### src/pkg/baud_gen_pkg.sv
// constants and types shared by the serial port baud generator
package baud_gen_pkg;

  // register byte addresses on the apb bus
  localparam logic [7:0] ADDR_RELOAD  = 8'h00;
  localparam logic [7:0] ADDR_BUFFER  = 8'h04;
  localparam logic [7:0] ADDR_STATUS  = 8'h08;
  localparam logic [7:0] ADDR_CONTROL = 8'h0c;

  // field positions in serial_status_reg
  localparam int BIT_SAMPLE_PHASE = 7;
  localparam int BIT_EDGE_SELECT  = 6;
  localparam int BIT_BUFFER_FULL  = 0;

  // field positions in the control register
  localparam int BIT_I2C_MODE = 0;
  localparam int BIT_BUSY     = 7;

  // values after reset
  localparam logic [7:0] RESET_RELOAD  = 8'h00;
  localparam logic [7:0] RESET_STATUS  = 8'h00;
  localparam logic [7:0] RESET_BUFFER  = 8'h00;
  localparam logic       RESET_I2C     = 1'b0;

  // half periods of the serial clock in one byte transfer
  localparam logic [4:0] HALVES_PER_BYTE = 5'h10;

  // generator sequencing
  typedef enum {gen_idle, gen_run} gen_state_t;

endpackage

### src/verilog/serial_port_baud_generator.sv
// serial port baud generator with apb registers and spi/i2c clock pins
//
// Chosen here: the register addresses and the APB interface to the registers.
`timescale 1ns/1ps
module serial_port_baud_generator
  import baud_gen_pkg::*;
#(
  parameter int RELOAD_WIDTH = 8
)
(
  // clock and reset
  input  wire logic        pclk,
  input  wire logic        presetn,
  // apb slave
  input  wire logic        psel,
  input  wire logic        penable,
  input  wire logic        pwrite,
  input  wire logic [7:0]  paddr,
  input  wire logic [31:0] pwdata,
  output logic [31:0]      prdata,
  output logic             pready,
  output logic             pslverr,
  // spi master pins
  output logic             spi_sck,
  output logic             spi_sdo,
  input  wire logic        spi_sdi,
  // i2c clock pin, open drain
  input  wire logic        scl_in,
  output logic             scl_out,
  output logic             scl_oe
);

  ////////////////////////////////////////////////////////////////////////
  // address decode

  function automatic logic reg_hit(input logic [7:0] addr);
    reg_hit = (addr == ADDR_RELOAD) || (addr == ADDR_BUFFER) ||
              (addr == ADDR_STATUS) || (addr == ADDR_CONTROL);
  endfunction

  ////////////////////////////////////////////////////////////////////////
  // declarations

  logic [RELOAD_WIDTH-1:0] baud_reload_reg;
  logic [RELOAD_WIDTH-1:0] next_baud_reload_reg;
  logic [7:0]              rx_buffer;
  logic [7:0]              next_rx_buffer;
  logic [7:0]              tx_shift;
  logic [7:0]              next_tx_shift;
  logic [7:0]              rx_shift;
  logic [7:0]              next_rx_shift;
  logic                    input_sample_phase;
  logic                    next_input_sample_phase;
  logic                    edge_select;
  logic                    next_edge_select;
  logic                    buffer_full;
  logic                    next_buffer_full;
  logic                    i2c_mode;
  logic                    next_i2c_mode;
  logic                    sck;
  logic                    next_sck;
  logic                    sdo;
  logic                    next_sdo;
  logic [4:0]              halves;
  logic [4:0]              next_halves;
  gen_state_t              state;
  gen_state_t              next_state;
  logic [31:0]             next_prdata;
  logic                    next_pready;
  logic                    next_pslverr;
  logic                    scl_meta;
  logic                    scl_sync;
  logic                    sdi_meta;
  logic                    sdi_sync;
  logic                    load;
  logic                    expired;
  logic                    reload_ok;
  logic                    apb_done;
  logic                    apb_write;
  logic                    apb_read;

  ////////////////////////////////////////////////////////////////////////
  // pin synchronisers; only the second stage is read

  always_ff @(posedge pclk or negedge presetn)
  begin
    if (!presetn)
    begin
      scl_meta <= 1'b1;
      scl_sync <= 1'b1;
      sdi_meta <= 1'b0;
      sdi_sync <= 1'b0;
    end
    else
    begin
      scl_meta <= scl_in;
      scl_sync <= scl_meta;
      sdi_meta <= spi_sdi;
      sdi_sync <= sdi_meta;
    end
  end

  ////////////////////////////////////////////////////////////////////////
  // baud counter

  baud_counter #(
    .WIDTH        (RELOAD_WIDTH)
  ) u_counter (
    .pclk         (pclk),
    .presetn      (presetn),
    .load         (load),
    .run          (state == gen_run),
    .reload_value (baud_reload_reg),
    .expired      (expired)
  );

  // i2c holds the reload while another device stretches the released line
  assign reload_ok = ~i2c_mode | ~sck | scl_sync;

  // a transfer completes at the edge where pready is seen high
  assign apb_done  = psel & penable & pready;
  assign apb_write = apb_done & pwrite;
  assign apb_read  = apb_done & ~pwrite;

  ////////////////////////////////////////////////////////////////////////
  // apb answer: one wait state, data and error from flip-flops

  always_comb
  begin
    next_pready  = psel & penable & ~pready;
    next_pslverr = psel & penable & ~pready & ~reg_hit(paddr);
    next_prdata  = prdata;
    if (psel && penable && !pready)
    begin
      next_prdata = 32'h0000_0000;
      case (paddr)
        ADDR_RELOAD:
          next_prdata[RELOAD_WIDTH-1:0] = baud_reload_reg;
        ADDR_BUFFER:
          next_prdata[7:0] = rx_buffer;
        ADDR_STATUS:
        begin
          next_prdata[BIT_SAMPLE_PHASE] = input_sample_phase;
          next_prdata[BIT_EDGE_SELECT]  = edge_select;
          next_prdata[BIT_BUFFER_FULL]  = buffer_full;
        end
        ADDR_CONTROL:
        begin
          next_prdata[BIT_I2C_MODE] = i2c_mode;
          next_prdata[BIT_BUSY]     = (state == gen_run);
        end
        default:
          next_prdata = 32'h0000_0000;
      endcase
    end
  end

  // register the apb answer
  always_ff @(posedge pclk or negedge presetn)
  begin
    if (!presetn)
    begin
      prdata  <= 32'h0000_0000;
      pready  <= 1'b0;
      pslverr <= 1'b0;
    end
    else
    begin
      prdata  <= next_prdata;
      pready  <= next_pready;
      pslverr <= next_pslverr;
    end
  end

  ////////////////////////////////////////////////////////////////////////
  // registers and transfer sequencer

  always_comb
  begin
    next_baud_reload_reg    = baud_reload_reg;
    next_rx_buffer          = rx_buffer;
    next_tx_shift           = tx_shift;
    next_rx_shift           = rx_shift;
    next_input_sample_phase = input_sample_phase;
    next_edge_select        = edge_select;
    next_buffer_full        = buffer_full;
    next_i2c_mode           = i2c_mode;
    next_sck                = sck;
    next_sdo                = sdo;
    next_halves             = halves;
    next_state              = state;
    load                    = 1'b0;

    // software writes; reload may change mid transfer, used at next strobe
    if (apb_write)
    begin
      case (paddr)
        ADDR_RELOAD:
          next_baud_reload_reg = pwdata[RELOAD_WIDTH-1:0];
        ADDR_STATUS:
        begin
          next_input_sample_phase = pwdata[BIT_SAMPLE_PHASE];
          next_edge_select        = pwdata[BIT_EDGE_SELECT];
        end
        ADDR_CONTROL:
          if (state == gen_idle)
          begin
            next_i2c_mode = pwdata[BIT_I2C_MODE];
            next_sck      = pwdata[BIT_I2C_MODE];
          end
        default:
          next_i2c_mode = i2c_mode;
      endcase
    end

    // reading the buffer empties it
    if (apb_read && (paddr == ADDR_BUFFER))
      next_buffer_full = 1'b0;

    case (state)
      gen_idle:
      begin
        // writes during a transfer are dropped rather than corrupt it
        if (apb_write && (paddr == ADDR_BUFFER))
        begin
          load          = 1'b1;
          next_state    = gen_run;
          next_tx_shift = pwdata[7:0];
          next_sdo      = pwdata[7];
          next_halves   = 5'h00;
          next_sck      = i2c_mode;
        end
      end
      gen_run:
      begin
        if (expired && reload_ok)
        begin
          next_sck    = ~sck;
          next_halves = halves + 5'h01;
          if (!i2c_mode && !sck && !input_sample_phase)
            next_rx_shift = {rx_shift[6:0], sdi_sync};
          if (!i2c_mode && sck)
          begin
            if (input_sample_phase)
              next_rx_shift = {rx_shift[6:0], sdi_sync};
            next_tx_shift = {tx_shift[6:0], 1'b0};
            next_sdo      = tx_shift[6];
          end
          if (halves == HALVES_PER_BYTE - 5'h01)
          begin
            // no reload: counter halts, sck keeps its last level
            next_state       = gen_idle;
            next_rx_buffer   = next_rx_shift;
            next_buffer_full = 1'b1;
          end
          else
            load = 1'b1;
        end
      end
      default:
        next_state = gen_idle;
    endcase
  end

  // register the sequencer state
  always_ff @(posedge pclk or negedge presetn)
  begin
    if (!presetn)
    begin
      baud_reload_reg    <= RESET_RELOAD[RELOAD_WIDTH-1:0];
      rx_buffer          <= RESET_BUFFER;
      tx_shift           <= RESET_BUFFER;
      rx_shift           <= RESET_BUFFER;
      input_sample_phase <= RESET_STATUS[BIT_SAMPLE_PHASE];
      edge_select        <= RESET_STATUS[BIT_EDGE_SELECT];
      buffer_full        <= RESET_STATUS[BIT_BUFFER_FULL];
      i2c_mode           <= RESET_I2C;
      sck                <= RESET_I2C;
      sdo                <= 1'b0;
      halves             <= 5'h00;
      state              <= gen_idle;
    end
    else
    begin
      baud_reload_reg    <= next_baud_reload_reg;
      rx_buffer          <= next_rx_buffer;
      tx_shift           <= next_tx_shift;
      rx_shift           <= next_rx_shift;
      input_sample_phase <= next_input_sample_phase;
      edge_select        <= next_edge_select;
      buffer_full        <= next_buffer_full;
      i2c_mode           <= next_i2c_mode;
      sck                <= next_sck;
      sdo                <= next_sdo;
      halves             <= next_halves;
      state              <= next_state;
    end
  end

  ////////////////////////////////////////////////////////////////////////
  // pin drivers, registered from the next values so they match sck

  always_ff @(posedge pclk or negedge presetn)
  begin
    if (!presetn)
    begin
      spi_sck <= 1'b0;
      spi_sdo <= 1'b0;
      scl_out <= 1'b0;
      scl_oe  <= 1'b0;
    end
    else
    begin
      spi_sck <= ~next_i2c_mode & next_sck;
      spi_sdo <= ~next_i2c_mode & next_sdo;
      scl_out <= 1'b0;
      scl_oe  <= next_i2c_mode & ~next_sck;
    end
  end

endmodule

### src/verilog/baud_counter.sv
// baud counter: loads the reload value and counts down at half pclk rate
`timescale 1ns/1ps
module baud_counter
  import baud_gen_pkg::*;
#(
  parameter int WIDTH = 8
)
(
  // clock and reset
  input  wire logic             pclk,
  input  wire logic             presetn,
  // control from the sequencer
  input  wire logic             load,
  input  wire logic             run,
  input  wire logic [WIDTH-1:0] reload_value,
  // terminal count, high on every second pclk while waiting at zero
  output logic                  expired
);

  logic [WIDTH-1:0] count;
  logic [WIDTH-1:0] next_count;
  logic             tick;
  logic             next_tick;

  // zero reached on the decrement slot ends one half period
  assign expired = run & tick & (count == '0);

  // next count: load wins, else decrement every second pclk
  always_comb
  begin
    next_count = count;
    next_tick  = 1'b0;
    if (load)
    begin
      next_count = reload_value;
      next_tick  = 1'b0;
    end
    else if (run)
    begin
      next_tick = ~tick;
      if (tick && (count != '0))
        next_count = count - 1'b1;
    end
  end

  // register the counter state
  always_ff @(posedge pclk or negedge presetn)
  begin
    if (!presetn)
    begin
      count <= '0;
      tick  <= 1'b0;
    end
    else
    begin
      count <= next_count;
      tick  <= next_tick;
    end
  end

endmodule

### config.mk
export PLATFORM = sky130hd
export DESIGN_NAME = serial_port_baud_generator
export DESIGN_NICKNAME = d
export VERILOG_FILES = /design/src/pkg/baud_gen_pkg.sv /design/src/verilog/serial_port_baud_generator.sv /design/src/verilog/baud_counter.sv
export SDC_FILE = /design/constraint.sdc
export NUM_CORES = 1
export LEC_CHECK = 0
export BUFFER_PORTS_ARGS = -buffer_cell sky130_fd_sc_hd__clkbuf_2
export CORE_UTILIZATION = 35
export DETAILED_ROUTE_END_ITERATION = 7
export PLACE_DENSITY_LB_ADDON = 0.15
export SLEW_MARGIN = 5
export SYNTH_ARGS = -nofsm -noshare
export SYNTH_HDL_FRONTEND = slang
export SYNTH_SLANG_ARGS = --single-unit
### constraint.sdc
create_clock -name pclk -period 1.8 [get_ports pclk]
set_input_delay 0.27 -clock pclk [delete_from_list [all_inputs] [get_ports pclk]]
set_output_delay 0.27 -clock pclk [all_outputs]
set_load 0.05 [all_outputs]
Word level (Yosys, flattened, before mapping)
Cells that the tools add are included.

Flip-flop bits (word level): 100. Latch bits: 0. RAM bits: 0. ROM bits: 0. Bits of input ports: 47. Output and inout bits: 38. Logic and storage cells: 133. Memories: 0.

Add/sub/neg operators: 2. $mul: 0. Div/mod/pow operators: 0. $lt $le $gt $ge: 0. Eq/ne operators: 10. Shifts and indexed selects: 0. Mux-type cells: 44. Bitwise gates (word level): 21. Reduce and logical (&&, ||, !) cells: 32.

Operator list (count): 2-to-1 mux 32 bit (3); logical NOT 32 bit (2); case mux 32 bit (2 select lines) (1); 2-to-1 mux 8 bit (6); == test 32 x 1 -> 1 bit (second input constant) (1); == test 32 x 2 -> 1 bit (second input constant) (1); 2-to-1 mux 7 bit (3); 2-to-1 mux 1 bit (20); case mux 5 bit (2 select lines) (2); == test 8 x 4 -> 1 bit (second input constant) (2); logical NOT 8 bit (2); case mux 7 bit (2 select lines) (1); bitwise AND 1 bit (11); 2-to-1 mux 5 bit (2); logical AND 1 bit (9); AND reduction 3 bit (3); == test 8 x 3 -> 1 bit (second input constant) (1); != test 2 bit (second input constant) (4); NOT 1 bit (8); case mux 1 bit (4 select lines) (2); AND reduction 2 bit (4); nonzero test 8 bit (1); subtractor 8 x 1 -> 8 bit (second input constant) (1); case mux 1 bit (2 select lines) (3); 8 further kinds (16).

Longest topological paths before layout
Gate-level depths: netlist of run 1.

Depth in word-level cells: 8. Gate-level depth with buffers: 8. Depth with buffers taken out: 7.

Hierarchy
Synthesis of run 1 repeated with hierarchy kept, for this count alone.

Cell total of the unflattened synthesis: 309. Area, all modules: 3515.9 um^2.

Modules (own cells, without submodules): serial_port_baud_generator (instances 1, cells an instance 246, area an instance 2916.5 um^2, seq. area each 1503.9 um^2); baud_counter (instances 1, cells an instance 63, area an instance 599.3 um^2, seq. area each 225.2 um^2).

Least setup slack after synthesis of run 1
OpenSTA, ideal clock, no wires.

Kind: flip-flop to flip-flop. Start: reg pready. End: reg u_counter.count[4]. Setup time: 0.126 ns. Arrival time: 1.874 ns. Required time: 1.674 ns. Path slack: -0.200 ns. Stages on the path, launching flop included: 8. Path buffers: 2. Clock period less this slack: 2.000 ns. Cells stage by stage: dfrtp_1 > and4_1 > buf_2 > nand4_1 > o31ai_1 > buf_2 > nor4b_1 > a221o_1.

Longest elaborated chain between the ends: 7. Elaborated cells between the ends (all ways): 9. Those cells by class: 3 x mux; 2 x bitwise; 4 x reduce/logical.

RTL lines: start, declared (line serial_port_baud_generator.sv:21) `output logic pready,`; start signal, assigned (line serial_port_baud_generator.sv:170) `pready <= next_pready;`; bitwise AND 1 bit * (line serial_port_baud_generator.sv:121) `assign apb_done = psel & penable & pready;`; bitwise AND 1 bit * (line serial_port_baud_generator.sv:122) `assign apb_write = apb_done & pwrite;`; logical AND 1 bit * (line serial_port_baud_generator.sv:224) `if (apb_write && (paddr == ADDR_BUFFER))`; 2-to-1 mux 1 bit * (line serial_port_baud_generator.sv:224); case mux 1 bit (2 select lines) * (line serial_port_baud_generator.sv:220) `case (state)`; nonzero test 2 bit (no line); AND reduction 2 bit (no line); end signal, assigned (line baud_counter.sv:56) `count <= next_count;`; end, declared (line baud_counter.sv:20) `logic [WIDTH-1:0] count;`.

Every way passes the cells marked *; elsewhere a longest branch is shown, timed or not. A chain may end at the register's enable or synchronous reset.

Worst setup path after layout of run 1
Start: reg u_counter.count[0]. End: reg rx_buffer[1].

Longest elaborated chain between the ends: 4.

RTL lines: logical NOT 8 bit (line baud_counter.sv:26) `assign expired = run & tick & (count == '0);`; bitwise AND 1 bit (line baud_counter.sv:26); logical AND 1 bit (line serial_port_baud_generator.sv:236) `if (expired && reload_ok)`; AND reduction 3 bit (no line); end signal, assigned (line serial_port_baud_generator.sv:286) `rx_buffer <= next_rx_buffer;`; end, declared (line serial_port_baud_generator.sv:46) `logic [7:0] rx_buffer;`.

Every way passes these cells.

==> results of run 1 <==
[cells in the mapped netlist, types with 4 or more instances]
cell type / instances
dfrtp_1: 67
buf_4: 26
nor2_1: 26
nand2_1: 21
mux2_2: 20
mux2i_1: 19
o21ai_0: 18
a21oi_1: 15
a22oi_1: 7
clkbuf_1: 7
inv_1: 7
a31oi_1: 4
and2_1: 4
buf_2: 4
ha_1: 4
nand3_1: 4
nor3_1: 4
[final timing paths]
| path | startpoint | to | slack [ns] | cells past startpoint |
|---|---|---|---|---|
| setup / recovery | u_counter.count[0] | rx_buffer[1] | -0.15 | 11 |
| hold reg to reg | sdi_meta | sdi_sync | 0.35 | 0 |
| max in group asynchronous | presetn | scl_sync | 0.67 | 3 |
| min in group asynchronous | presetn | buffer_full | 0.44 | 2 |
| setup reg to reg | u_counter.count[0] | rx_buffer[1] | -0.15 | 11 |
| hold / removal | spi_sdi | sdi_meta | 0.03 | 1 |
[timing repair]
| item | CTS | global route |
|---|---|---|
| hold endpoints to repair | 16 | 0 |
| buffers inserted | 4 | 8 |
| cloned | 1 | 2 |
| pin swaps | 9 | 8 |
| resized for setup | 28 | 37 |
| endpoints found under the setup margin | 33 | 41 |
| hold buffers | 2 | 0 |
[critical path: stages, from the launching register on]
cell and delay (ns):
dfrtp_1 0.39, inv_2 0.08, ha_4 0.13, nor3b_4 0.25
nand4_4 0.16, buf_6 0.16, buf_6 0.11, nor3_4 0.16
buf_6 0.15, buf_6 0.12, nor2_2 0.03, a21oi_1 0.12
[per-layer routing]
metal | up-vias | GRT usage
li1 | 1290 | -
met4 | 0 | 0.0702
met5 | - | 0
met2 | 75 | 0.268
met3 | 12 | 0.0290
met1 | 1313 | 0.259
[cells by family (layout without fill, tap and decap cells)]
group	count (synthesis)	count (layout)	share of synthesized area
other cells	1	25	0.00109
fa+ha+maj	4	4	0.0146
mux	39	39	0.121
buf+inv	45	133	0.0789
compound gates	64	64	0.119
simple gates	89	89	0.150
flops	69	69	0.503
xor+xnor	5	5	0.0127
[cell type report]
class / count / share of cell area
clock inverter: 3 / 0.00946
clock buffer: 13 / 0.0343
inverter: 8 / 0.00649
sequential: 69 / 0.374
tap: 129 / 0.0349
timing repair buffer: 109 / 0.174
multi-input combinational: 226 / 0.367
[report_power, final]
part	switching (W)	total (W)	internal (W)
Sequential	0.0000274	0.00163	0.00160
Combinational	0.000364	0.000489	0.000125
Clock	0.000595	0.00131	0.000718
[cells in the final DEF (no fill, tap or decap), types with 7 or more instances in the layout]
master | netlist | routed
conb_1 | 1 | 25
nand2_1 | 21 | 14
clkbuf_8 | 0 | 11
nor2_2 | 1 | 7
mux2i_1 | 19 | 19
nor2_1 | 26 | 17
clkbuf_2 | 0 | 34
a21oi_2 | 0 | 7
a22oi_1 | 7 | 7
dfrtp_1 | 67 | 65
buf_4 | 26 | 62
o21ai_0 | 18 | 11
a21oi_1 | 15 | 8
mux2_2 | 20 | 20
[per-stage QoR]
| stage | util | worst slack [ns] | cells | power (W) |
|---|---|---|---|---|
| final | 0.494 | -0.155 | 557 | 0.00343 |
| after global routing | 0.494 | -0.266 | 557 | 0.00357 |
| after CTS | 0.472 | -0.157 | 547 | 0.00346 |
| after detailed placement | 0.435 | -0.184 | 524 | 0.00213 |
| after global placement | 0.435 | -0.159 | 524 | 0.00213 |
| after floorplan | - | -0.0413 | 340 | 0.00202 |
==> flow_metrics.py, run 1 <==
metrics = {
    "run_status": {
        "status": "finished with violations",
        "violations": "setup timing",
    },
    "timing": {
        "report.final.slew_viol_count": 0,
        "period_needed_ns": 1.95,
        "final.period_utilization": 1.09,
        "timing.fmax_ghz": 0.512,
        "report.final.setup_viol": 34,
        "report.final.hold_viol_count": 0,
        "finalSetupTns_ns": -3.07,
        "max_slew.worst_pin.slew_ns": 0.536,
        "worst_hold_margin_ns": 0.0293,
        "setup_ws_ns": -0.155,
        "setup_repair_after_global_routing_missed_its_margin": "true",
        "max-slew-margin-rel": 0.643,
        "fin_worst_skew_ns": 0.00787,
    },
    "clocking": {
        "cts_max_level": 3,
        "tritoncts": "yes",
        "cts.reportedPaths.clkPinSlew_ns": 0.08,
        "skew_pair_late_insertion_delay_ns": 0.34,
        "numCtsBuffers": 9,
        "clk_root_buffer_cell": "clkbuf_8",
        "clock_sink_count": 69,
        "clock_tree.buffer_depth": 2,
    },
    "synthesis": {
        "number_of_warning_messages_in_the_yosys_log": 0,
        "synthesis.area_per_instance_um2": 10.9,
        "synthArstFlopShare": 1.00,
        "dominantRegCellSynth": "dfrtp_1",
        "post_synth_inst_count": 316,
        "synth_top_area_frac": 0.487,
        "netlist_area_before_placement_um2": 3440,
        "number_of_enable_type_register_cells_in_the_synthesized_netlist": 0,
        "synthDominantAreaCellType": "dfrtp_1",
        "postSynthRegisterBits": 69,
        "yosysSeqAreaShare": 0.503,
        "synth_top_cells_by_area": "dfrtp_1 49%, mux2_2 6.5%, buf_4 5.7%",
        "synth.distinct_cells": 54,
    },
    "layout": {
        "finish.net_count": 474,
        "finish.instance_area_um2": 4630,
        "multi_input_area_um2": 1700,
        "drive_gt1_frac": 0.446,
        "flow.area_growth_from_synthesis_pct": 34.6,
        "filler_cell_count": 891,
        "n_antenna_cell": 0,
        "register_area_um2": 1730,
    },
    "drt": {
        "routed-wl-met2_um": 3850,
        "wirelength_met1_um": 4220,
        "detail-route-antenna-nets": 0,
        "remaining_drc_errors": 0,
        "wire_per_inst_um": 15.3,
        "route.top_layer_used": "met4",
        "met3_length_um": 292,
        "drt_pre_antenna_iters": 4,
        "route.final.wire_length_um": 8530,
        "avgViaCountPerCell": 4.83,
        "drt_iter0_drc": 138,
        "num_vias": 2690,
    },
    "die": {
        "die-area_um2": 10200,
        "start_util": 0.367,
        "fp-row-count": 35,
        "dieWidth_um": 101,
        "die_height_um": 101,
        "design.portCount": 85,
        "fp.coreArea_um2": 9370,
    },
    "critical_path": {
        "cp-start-kind": "flop",
        "end_kind": "flop",
        "cp_max_fo": 5,
        "critical_path_arrival_ns": 2.22,
        "crit_type": "flop to flop",
        "required_ns": 2.07,
    },
    "place": {
        "replace_congestion": 0.784,
        "place_area_um2": 4080,
        "dpl_wire_length_um": 6120,
        "placement.io_buffers": 35,
    },
    "pwr": {
        "static-leakage-power_nw": 2.15,
        "powerDensity_nw_per_um2": 741,
        "max-vdd-ir-drop_v": 0.000392,
    },
    "grt": {
        "grt_pass1_wl_um": 13500,
        "via_count_of_the_first_global_routing_pass": 2610,
        "grt_antenna_before_repair": 0,
        "all_layer_gr_usage": 0.179,
        "grt_max_degree": 38,
        "grt_overflow": 0,
    },
    "min_path": {
        "worst_min_delay_path_class": "input pin to flop",
    },
    "run": {
        "maxCapViolations": 0,
    },
}
(Power assumes the default switching activity.)
==> inputs of run 2 (changes only) <==
--- a/config.mk
+++ b/config.mk
@@ -7,7 +7,9 @@
 export LEC_CHECK = 0
 export BUFFER_PORTS_ARGS = -buffer_cell sky130_fd_sc_hd__clkbuf_2
 export CORE_UTILIZATION = 35
+export CTS_CLUSTER_DIAMETER = 150
 export DETAILED_ROUTE_END_ITERATION = 7
+export HOLD_SLACK_MARGIN = 0.05
 export PLACE_DENSITY_LB_ADDON = 0.15
 export SLEW_MARGIN = 5
 export SYNTH_ARGS = -nofsm -noshare
==> flow_metrics.py, run 2 (synthesis gave the netlist of run 1 again) <==
metrics = {
    "grt": {
        "via_count_of_the_first_global_routing_pass": 2610,
        "grt_antenna_before_repair": 0,
        "grt_overflow": 0,
        "all_layer_gr_usage": 0.179,
        "grt_max_degree": 38,
        "grt_pass1_wl_um": 13500,
    },
    "die": {
        "die_height_um": 101,
        "fp.coreArea_um2": 9370,
        "design.portCount": 85,
        "dieWidth_um": 101,
        "fp-row-count": 35,
        "start_util": 0.367,
        "die-area_um2": 10200,
    },
    "drt": {
        "route.final.wire_length_um": 8550,
        "wire_per_inst_um": 15.3,
        "detail-route-antenna-nets": 0,
        "drt_pre_antenna_iters": 4,
        "remaining_drc_errors": 0,
        "drt_iter0_drc": 162,
        "avgViaCountPerCell": 4.81,
        "num_vias": 2686,
    },
    "timing": {
        "worst_hold_margin_ns": 0.175,
        "setup_repair_after_global_routing_missed_its_margin": "true",
        "timing.fmax_ghz": 0.507,
        "final.period_utilization": 1.10,
        "fin_worst_skew_ns": 0.00789,
        "period_needed_ns": 1.97,
        "finalSetupTns_ns": -3.50,
        "setup_ws_ns": -0.172,
        "report.final.hold_viol_count": 0,
        "report.final.setup_viol": 35,
        "report.final.slew_viol_count": 0,
        "max_slew.worst_pin.slew_ns": 0.533,
        "max-slew-margin-rel": 0.645,
    },
    "critical_path": {
        "crit_type": "flop to flop",
        "cp_max_fo": 5,
        "cp-start-kind": "flop",
        "critical_path_arrival_ns": 2.24,
        "cell_type_of_the_slowest_stage_on_the_worst_timing_path": "dfrtp_1",
        "delay_of_the_slowest_critical_path_stage_ns": 0.39,
        "crit_chain": "inv_2 > ha_4 > nor3b_4 > nand4_4 > buf_6 > buf_6 > nor3_4 > buf_6 > buf_6 > nor2_2 > a21oi_1",
        "cp_common_cell": "buf_6",
        "worst_path_dominant_cell_family": "simple AND/OR/NAND/NOR gates",
        "end_kind": "flop",
        "required_ns": 2.07,
        "timing.critical_path.buf_inv": 5,
    },
    "run": {
        "maxCapViolations": 0,
    },
    "clocking": {
        "skew_pair_late_insertion_delay_ns": 0.35,
        "cts.reportedPaths.clkPinSlew_ns": 0.08,
        "clock_sink_count": 69,
        "tritoncts": "yes",
        "clk_root_buffer_cell": "clkbuf_8",
        "numCtsBuffers": 9,
        "clock_tree.buffer_depth": 2,
        "cts_max_level": 3,
    },
    "layout": {
        "finish.instance_area_um2": 4640,
        "postLayoutCoreUtil": 0.495,
        "finish.net_count": 475,
        "leading_cell_type_in_the_layout_fill_and_taps_excluded": "dfrtp_1",
        "filler_cell_count": 890,
        "flow.area_growth_from_synthesis_pct": 34.8,
        "layout_common_cells": "65 x dfrtp_1, 62 x buf_4, 34 x clkbuf_2",
        "n_antenna_cell": 0,
        "drive_gt1_frac": 0.445,
    },
    "pwr": {
        "max-vdd-ir-drop_v": 0.000395,
        "powerDensity_nw_per_um2": 741,
        "static-leakage-power_nw": 2.15,
        "power.total_w": 0.00344,
    },
    "place": {
        "replace_congestion": 0.784,
        "place_area_um2": 4080,
        "dpl_wire_length_um": 6120,
        "placement.io_buffers": 35,
    },
    "min_path": {
        "worst_min_delay_path_class": "input pin to flop",
    },
    "run_status": {
        "violations": "setup timing",
        "status": "finished with violations",
    },
}
==> run 2: metal layers <==
metal / wire length (um) / share of wire / track usage / vias up
met1: 4320 / 0.50 / 0.259 / 1316
met5: 0 / 0 / 0 / -
met3: 230 / 0.027 / 0.0290 / 10
met4: 127 / 0.015 / 0.0702 / 0
met2: 3870 / 0.45 / 0.268 / 65
li1: - / - / - / 1295
==> run 2: worst paths after layout <==
kind / slack [ns] / cells past startpoint / from / to
max in group asynchronous: 0.68 / 3 / presetn / scl_sync
max: -0.17 / 11 / u_counter.count[0] / rx_buffer[1]
min in group asynchronous: 0.43 / 2 / presetn / buffer_full
min reg2reg: 0.35 / 0 / sdi_meta / sdi_sync
min: 0.17 / 2 / pwdata[1] / baud_reload_reg[1]
max reg2reg: -0.17 / 11 / u_counter.count[0] / rx_buffer[1]
==> run 2: repair_timing <==
item,CTS,global route
endpoints found under the hold margin,17,0
resized for setup,28,37
gates cloned,1,2
setup buffers,4,8
hold buffers,3,0
pin swaps,9,8
endpoints found under the setup margin,33,41
==> run 2: worst reg2reg max path, delay by kind of cell, from the launching register on <==
| family | cells | cell delay, ns |
|---|---|---|
| AOI/OAI and AO/OA | 1 | 0.12 |
| adders and majority gates | 1 | 0.13 |
| buffers and inverters | 5 | 0.62 |
| DFF | 1 | 0.39 |
| and+or+nand+nor | 4 | 0.62 |
==> run 2: where the power goes <==
group	switching (W)	internal, W	total [W]	leakage [nW]
clock network	0.000602	0.000718	0.00132	0.104
logic	0.000364	0.000126	0.000490	1.19
registers	0.0000266	0.00160	0.00163	0.864
==> run 2: cell type report <==
type                    count  area (um^2)  share of cell area
repair buffers            110          816               0.176
inverters                   8         30.0             0.00647
clock buffers              13          159              0.0343
multi-input cells         226         1700               0.366
well taps                 129          161              0.0348
clock inverters             3         43.8             0.00944
flip-flops and latches     69         1730               0.373
==> run 2: metrics by stage <==
| stage | std cells | setup WS, ns |
|---|---|---|
| 6_report | 558 | -0.172 |
| 5_1_grt | 558 | -0.266 |
| 4_1_cts | 548 | -0.157 |
| 3_5_place_dp | 524 | -0.184 |
| 3_3_place_gp | 524 | -0.159 |
| 2_1_floorplan | 340 | -0.0413 |
==> inputs of run 3 (changes only) <==
--- a/config.mk
+++ b/config.mk
@@ -7,10 +7,12 @@
 export LEC_CHECK = 0
 export BUFFER_PORTS_ARGS = -buffer_cell sky130_fd_sc_hd__clkbuf_2
 export CORE_UTILIZATION = 35
+export CTS_BUF_LIST = sky130_fd_sc_hd__clkbuf_8
 export CTS_CLUSTER_DIAMETER = 150
 export DETAILED_ROUTE_END_ITERATION = 7
 export HOLD_SLACK_MARGIN = 0.05
 export PLACE_DENSITY_LB_ADDON = 0.15
+export SKIP_LAST_GASP = 1
 export SLEW_MARGIN = 5
 export SYNTH_ARGS = -nofsm -noshare
 export SYNTH_HDL_FRONTEND = slang
==> flow_metrics.py, run 3 (synthesis gave the netlist of run 1 again) <==
metrics = {
    "run_status": {
        "status": "finished with violations",
        "violations": "setup timing",
    },
    "layout": {
        "finish.instance_area_um2": 4530,
        "multi_input_area_um2": 1640,
        "finish.net_count": 471,
        "n_antenna_cell": 0,
        "layout_common_cells": "66 x dfrtp_1, 62 x buf_4, 34 x clkbuf_2",
        "register_area_um2": 1730,
        "flow.area_growth_from_synthesis_pct": 31.7,
        "leading_cell_type_in_the_layout_fill_and_taps_excluded": "dfrtp_1",
        "drive_gt1_frac": 0.409,
        "filler_cell_count": 896,
    },
    "timing": {
        "period_needed_ns": 1.95,
        "report.final.slew_viol_count": 0,
        "max-slew-margin-rel": 0.661,
        "timing.fmax_ghz": 0.513,
        "setup_repair_after_global_routing_missed_its_margin": "true",
        "finalSetupTns_ns": -3.12,
        "setup_ws_ns": -0.148,
        "fin_worst_skew_ns": 0.00587,
        "final.period_utilization": 1.08,
        "max_slew.worst_pin.slew_ns": 0.509,
        "report.final.setup_viol": 35,
        "report.final.hold_viol_count": 0,
    },
    "drt": {
        "drt_pre_antenna_iters": 4,
        "avgViaCountPerCell": 4.79,
        "detail-route-antenna-nets": 0,
        "wire_per_inst_um": 15.1,
        "route.final.wire_length_um": 8350,
        "remaining_drc_errors": 0,
        "drt_iter0_drc": 158,
        "num_vias": 2651,
    },
    "clocking": {
        "tritoncts": "yes",
        "numCtsBuffers": 9,
        "clock_tree.buffer_depth": 2,
        "cts.reportedPaths.clkPinSlew_ns": 0.08,
        "clk_root_buffer_cell": "clkbuf_8",
        "skew_pair_late_insertion_delay_ns": 0.34,
        "clock_sink_count": 69,
        "cts_max_level": 3,
    },
    "die": {
        "die-area_um2": 10200,
        "die_height_um": 101,
        "dieWidth_um": 101,
        "fp-row-count": 35,
        "design.portCount": 85,
        "fp.coreArea_um2": 9370,
        "start_util": 0.367,
    },
    "pwr": {
        "max-vdd-ir-drop_v": 0.000392,
        "static-leakage-power_nw": 2.13,
        "power.total_w": 0.00341,
        "powerDensity_nw_per_um2": 753,
    },
    "place": {
        "placement.io_buffers": 35,
        "pre_cts_slack_ns": -0.184,
        "place_area_um2": 4080,
        "replace_congestion": 0.784,
        "dpl_wire_length_um": 6120,
    },
    "critical_path": {
        "crit_reg_reg_startpoint": "u_counter.count[0]",
        "crit_path_start": "u_counter.count[0]",
        "crit_type": "flop to flop",
        "end_kind": "flop",
        "cp-start-kind": "flop",
        "cp_max_fo": 5,
        "worstRegToRegCells": 8,
        "required_ns": 2.03,
        "critical_path_arrival_ns": 2.18,
    },
    "grt": {
        "grt_max_degree": 38,
        "via_count_of_the_first_global_routing_pass": 2597,
        "grtUsageMet3": 0.0290,
        "all_layer_gr_usage": 0.178,
        "grt_antenna_before_repair": 0,
        "grt_util_met1": 0.257,
        "grt_util_met2": 0.266,
        "grt_pass1_wl_um": 13500,
        "global_route.peak_usage_layer": "met2",
        "grt_overflow": 0,
    },
    "min_path": {
        "min-delay-start": "pwdata[4]",
        "cell_depth_of_the_worst_min_delay_path": 2,
        "worst_min_delay_path_class": "input pin to flop",
    },
    "run": {
        "maxCapViolations": 0,
    },
}
==> run 3: cell types whose count changed in the layout (fill, tap and decap cells not counted), moves of 2 or more <==
cell      delta
inv_1        +2
nor2_1       +6
clkbuf_1     -2
nor2_4       -2
nor2_2       -4
buf_6        -3
a21oi_1      +5
a21oi_2      -5
==> run 3: metrics by stage <==
step / std cells / util / hold slack, ns
2_1_floorplan: 340 / - / -0.0256
3_3_place_gp: 524 / 0.435 / 0.272
3_5_place_dp: 524 / 0.435 / 0.272
4_1_cts: 548 / 0.471 / 0.161
5_1_grt: 554 / 0.483 / 0.159
6_report: 554 / 0.483 / 0.178
==> run 3: critical path, cell delays in order (launching register included) <==
cell and delay, ns:
dfrtp_1 0.39, inv_2 0.08, ha_4 0.13, nor3b_4 0.25
nand4_4 0.17, o31ai_2 0.31, buf_4 0.20, nor4b_1 0.05
a221o_1 0.25
==> run 3: layer usage <==
layer  vias to the layer above  share of wire  wire length, um
li1                       1287              -                -
met1                      1286           0.50             4140
met2                        68           0.46             3810
met3                        10          0.033              278
met4                         0          0.015              127
met5                         -              0                0
==> run 3: path summary, 6_finish.rpt <==
kind                       slack, ns                 end
min in group asynchronous       0.43         tx_shift[0]
setup / recovery               -0.15  u_counter.count[4]
max in group asynchronous       0.69            scl_sync
hold / removal                  0.18  baud_reload_reg[4]
setup reg to reg               -0.15  u_counter.count[4]
hold reg to reg                 0.35            sdi_sync
==> run 3: timing repair <==
action / 4_1_cts / 5_1_grt
endpoints found under the hold margin: 17 / 0
endpoints found under the setup margin: 33 / 41
setup buffers: 4 / 4
gates cloned: 1 / 2
hold buffers: 3 / 0
pin swaps: 6 / 6
gates resized for setup: 19 / 24
==> run 3: report_power, final <==
group	switching (W)	internal, W
clock network	0.000592	0.000706
registers	0.0000265	0.00160
logic	0.000362	0.000126
==> run 3: final cells by class <==
class	instances	area share
Multi-Input combinational cell	226	0.362
Timing Repair Buffer	106	0.169
Tap cell	129	0.0356
Clock inverter	5	0.0113
Inverter	8	0.00663
Clock buffer	11	0.0334
Sequential cell	69	0.382
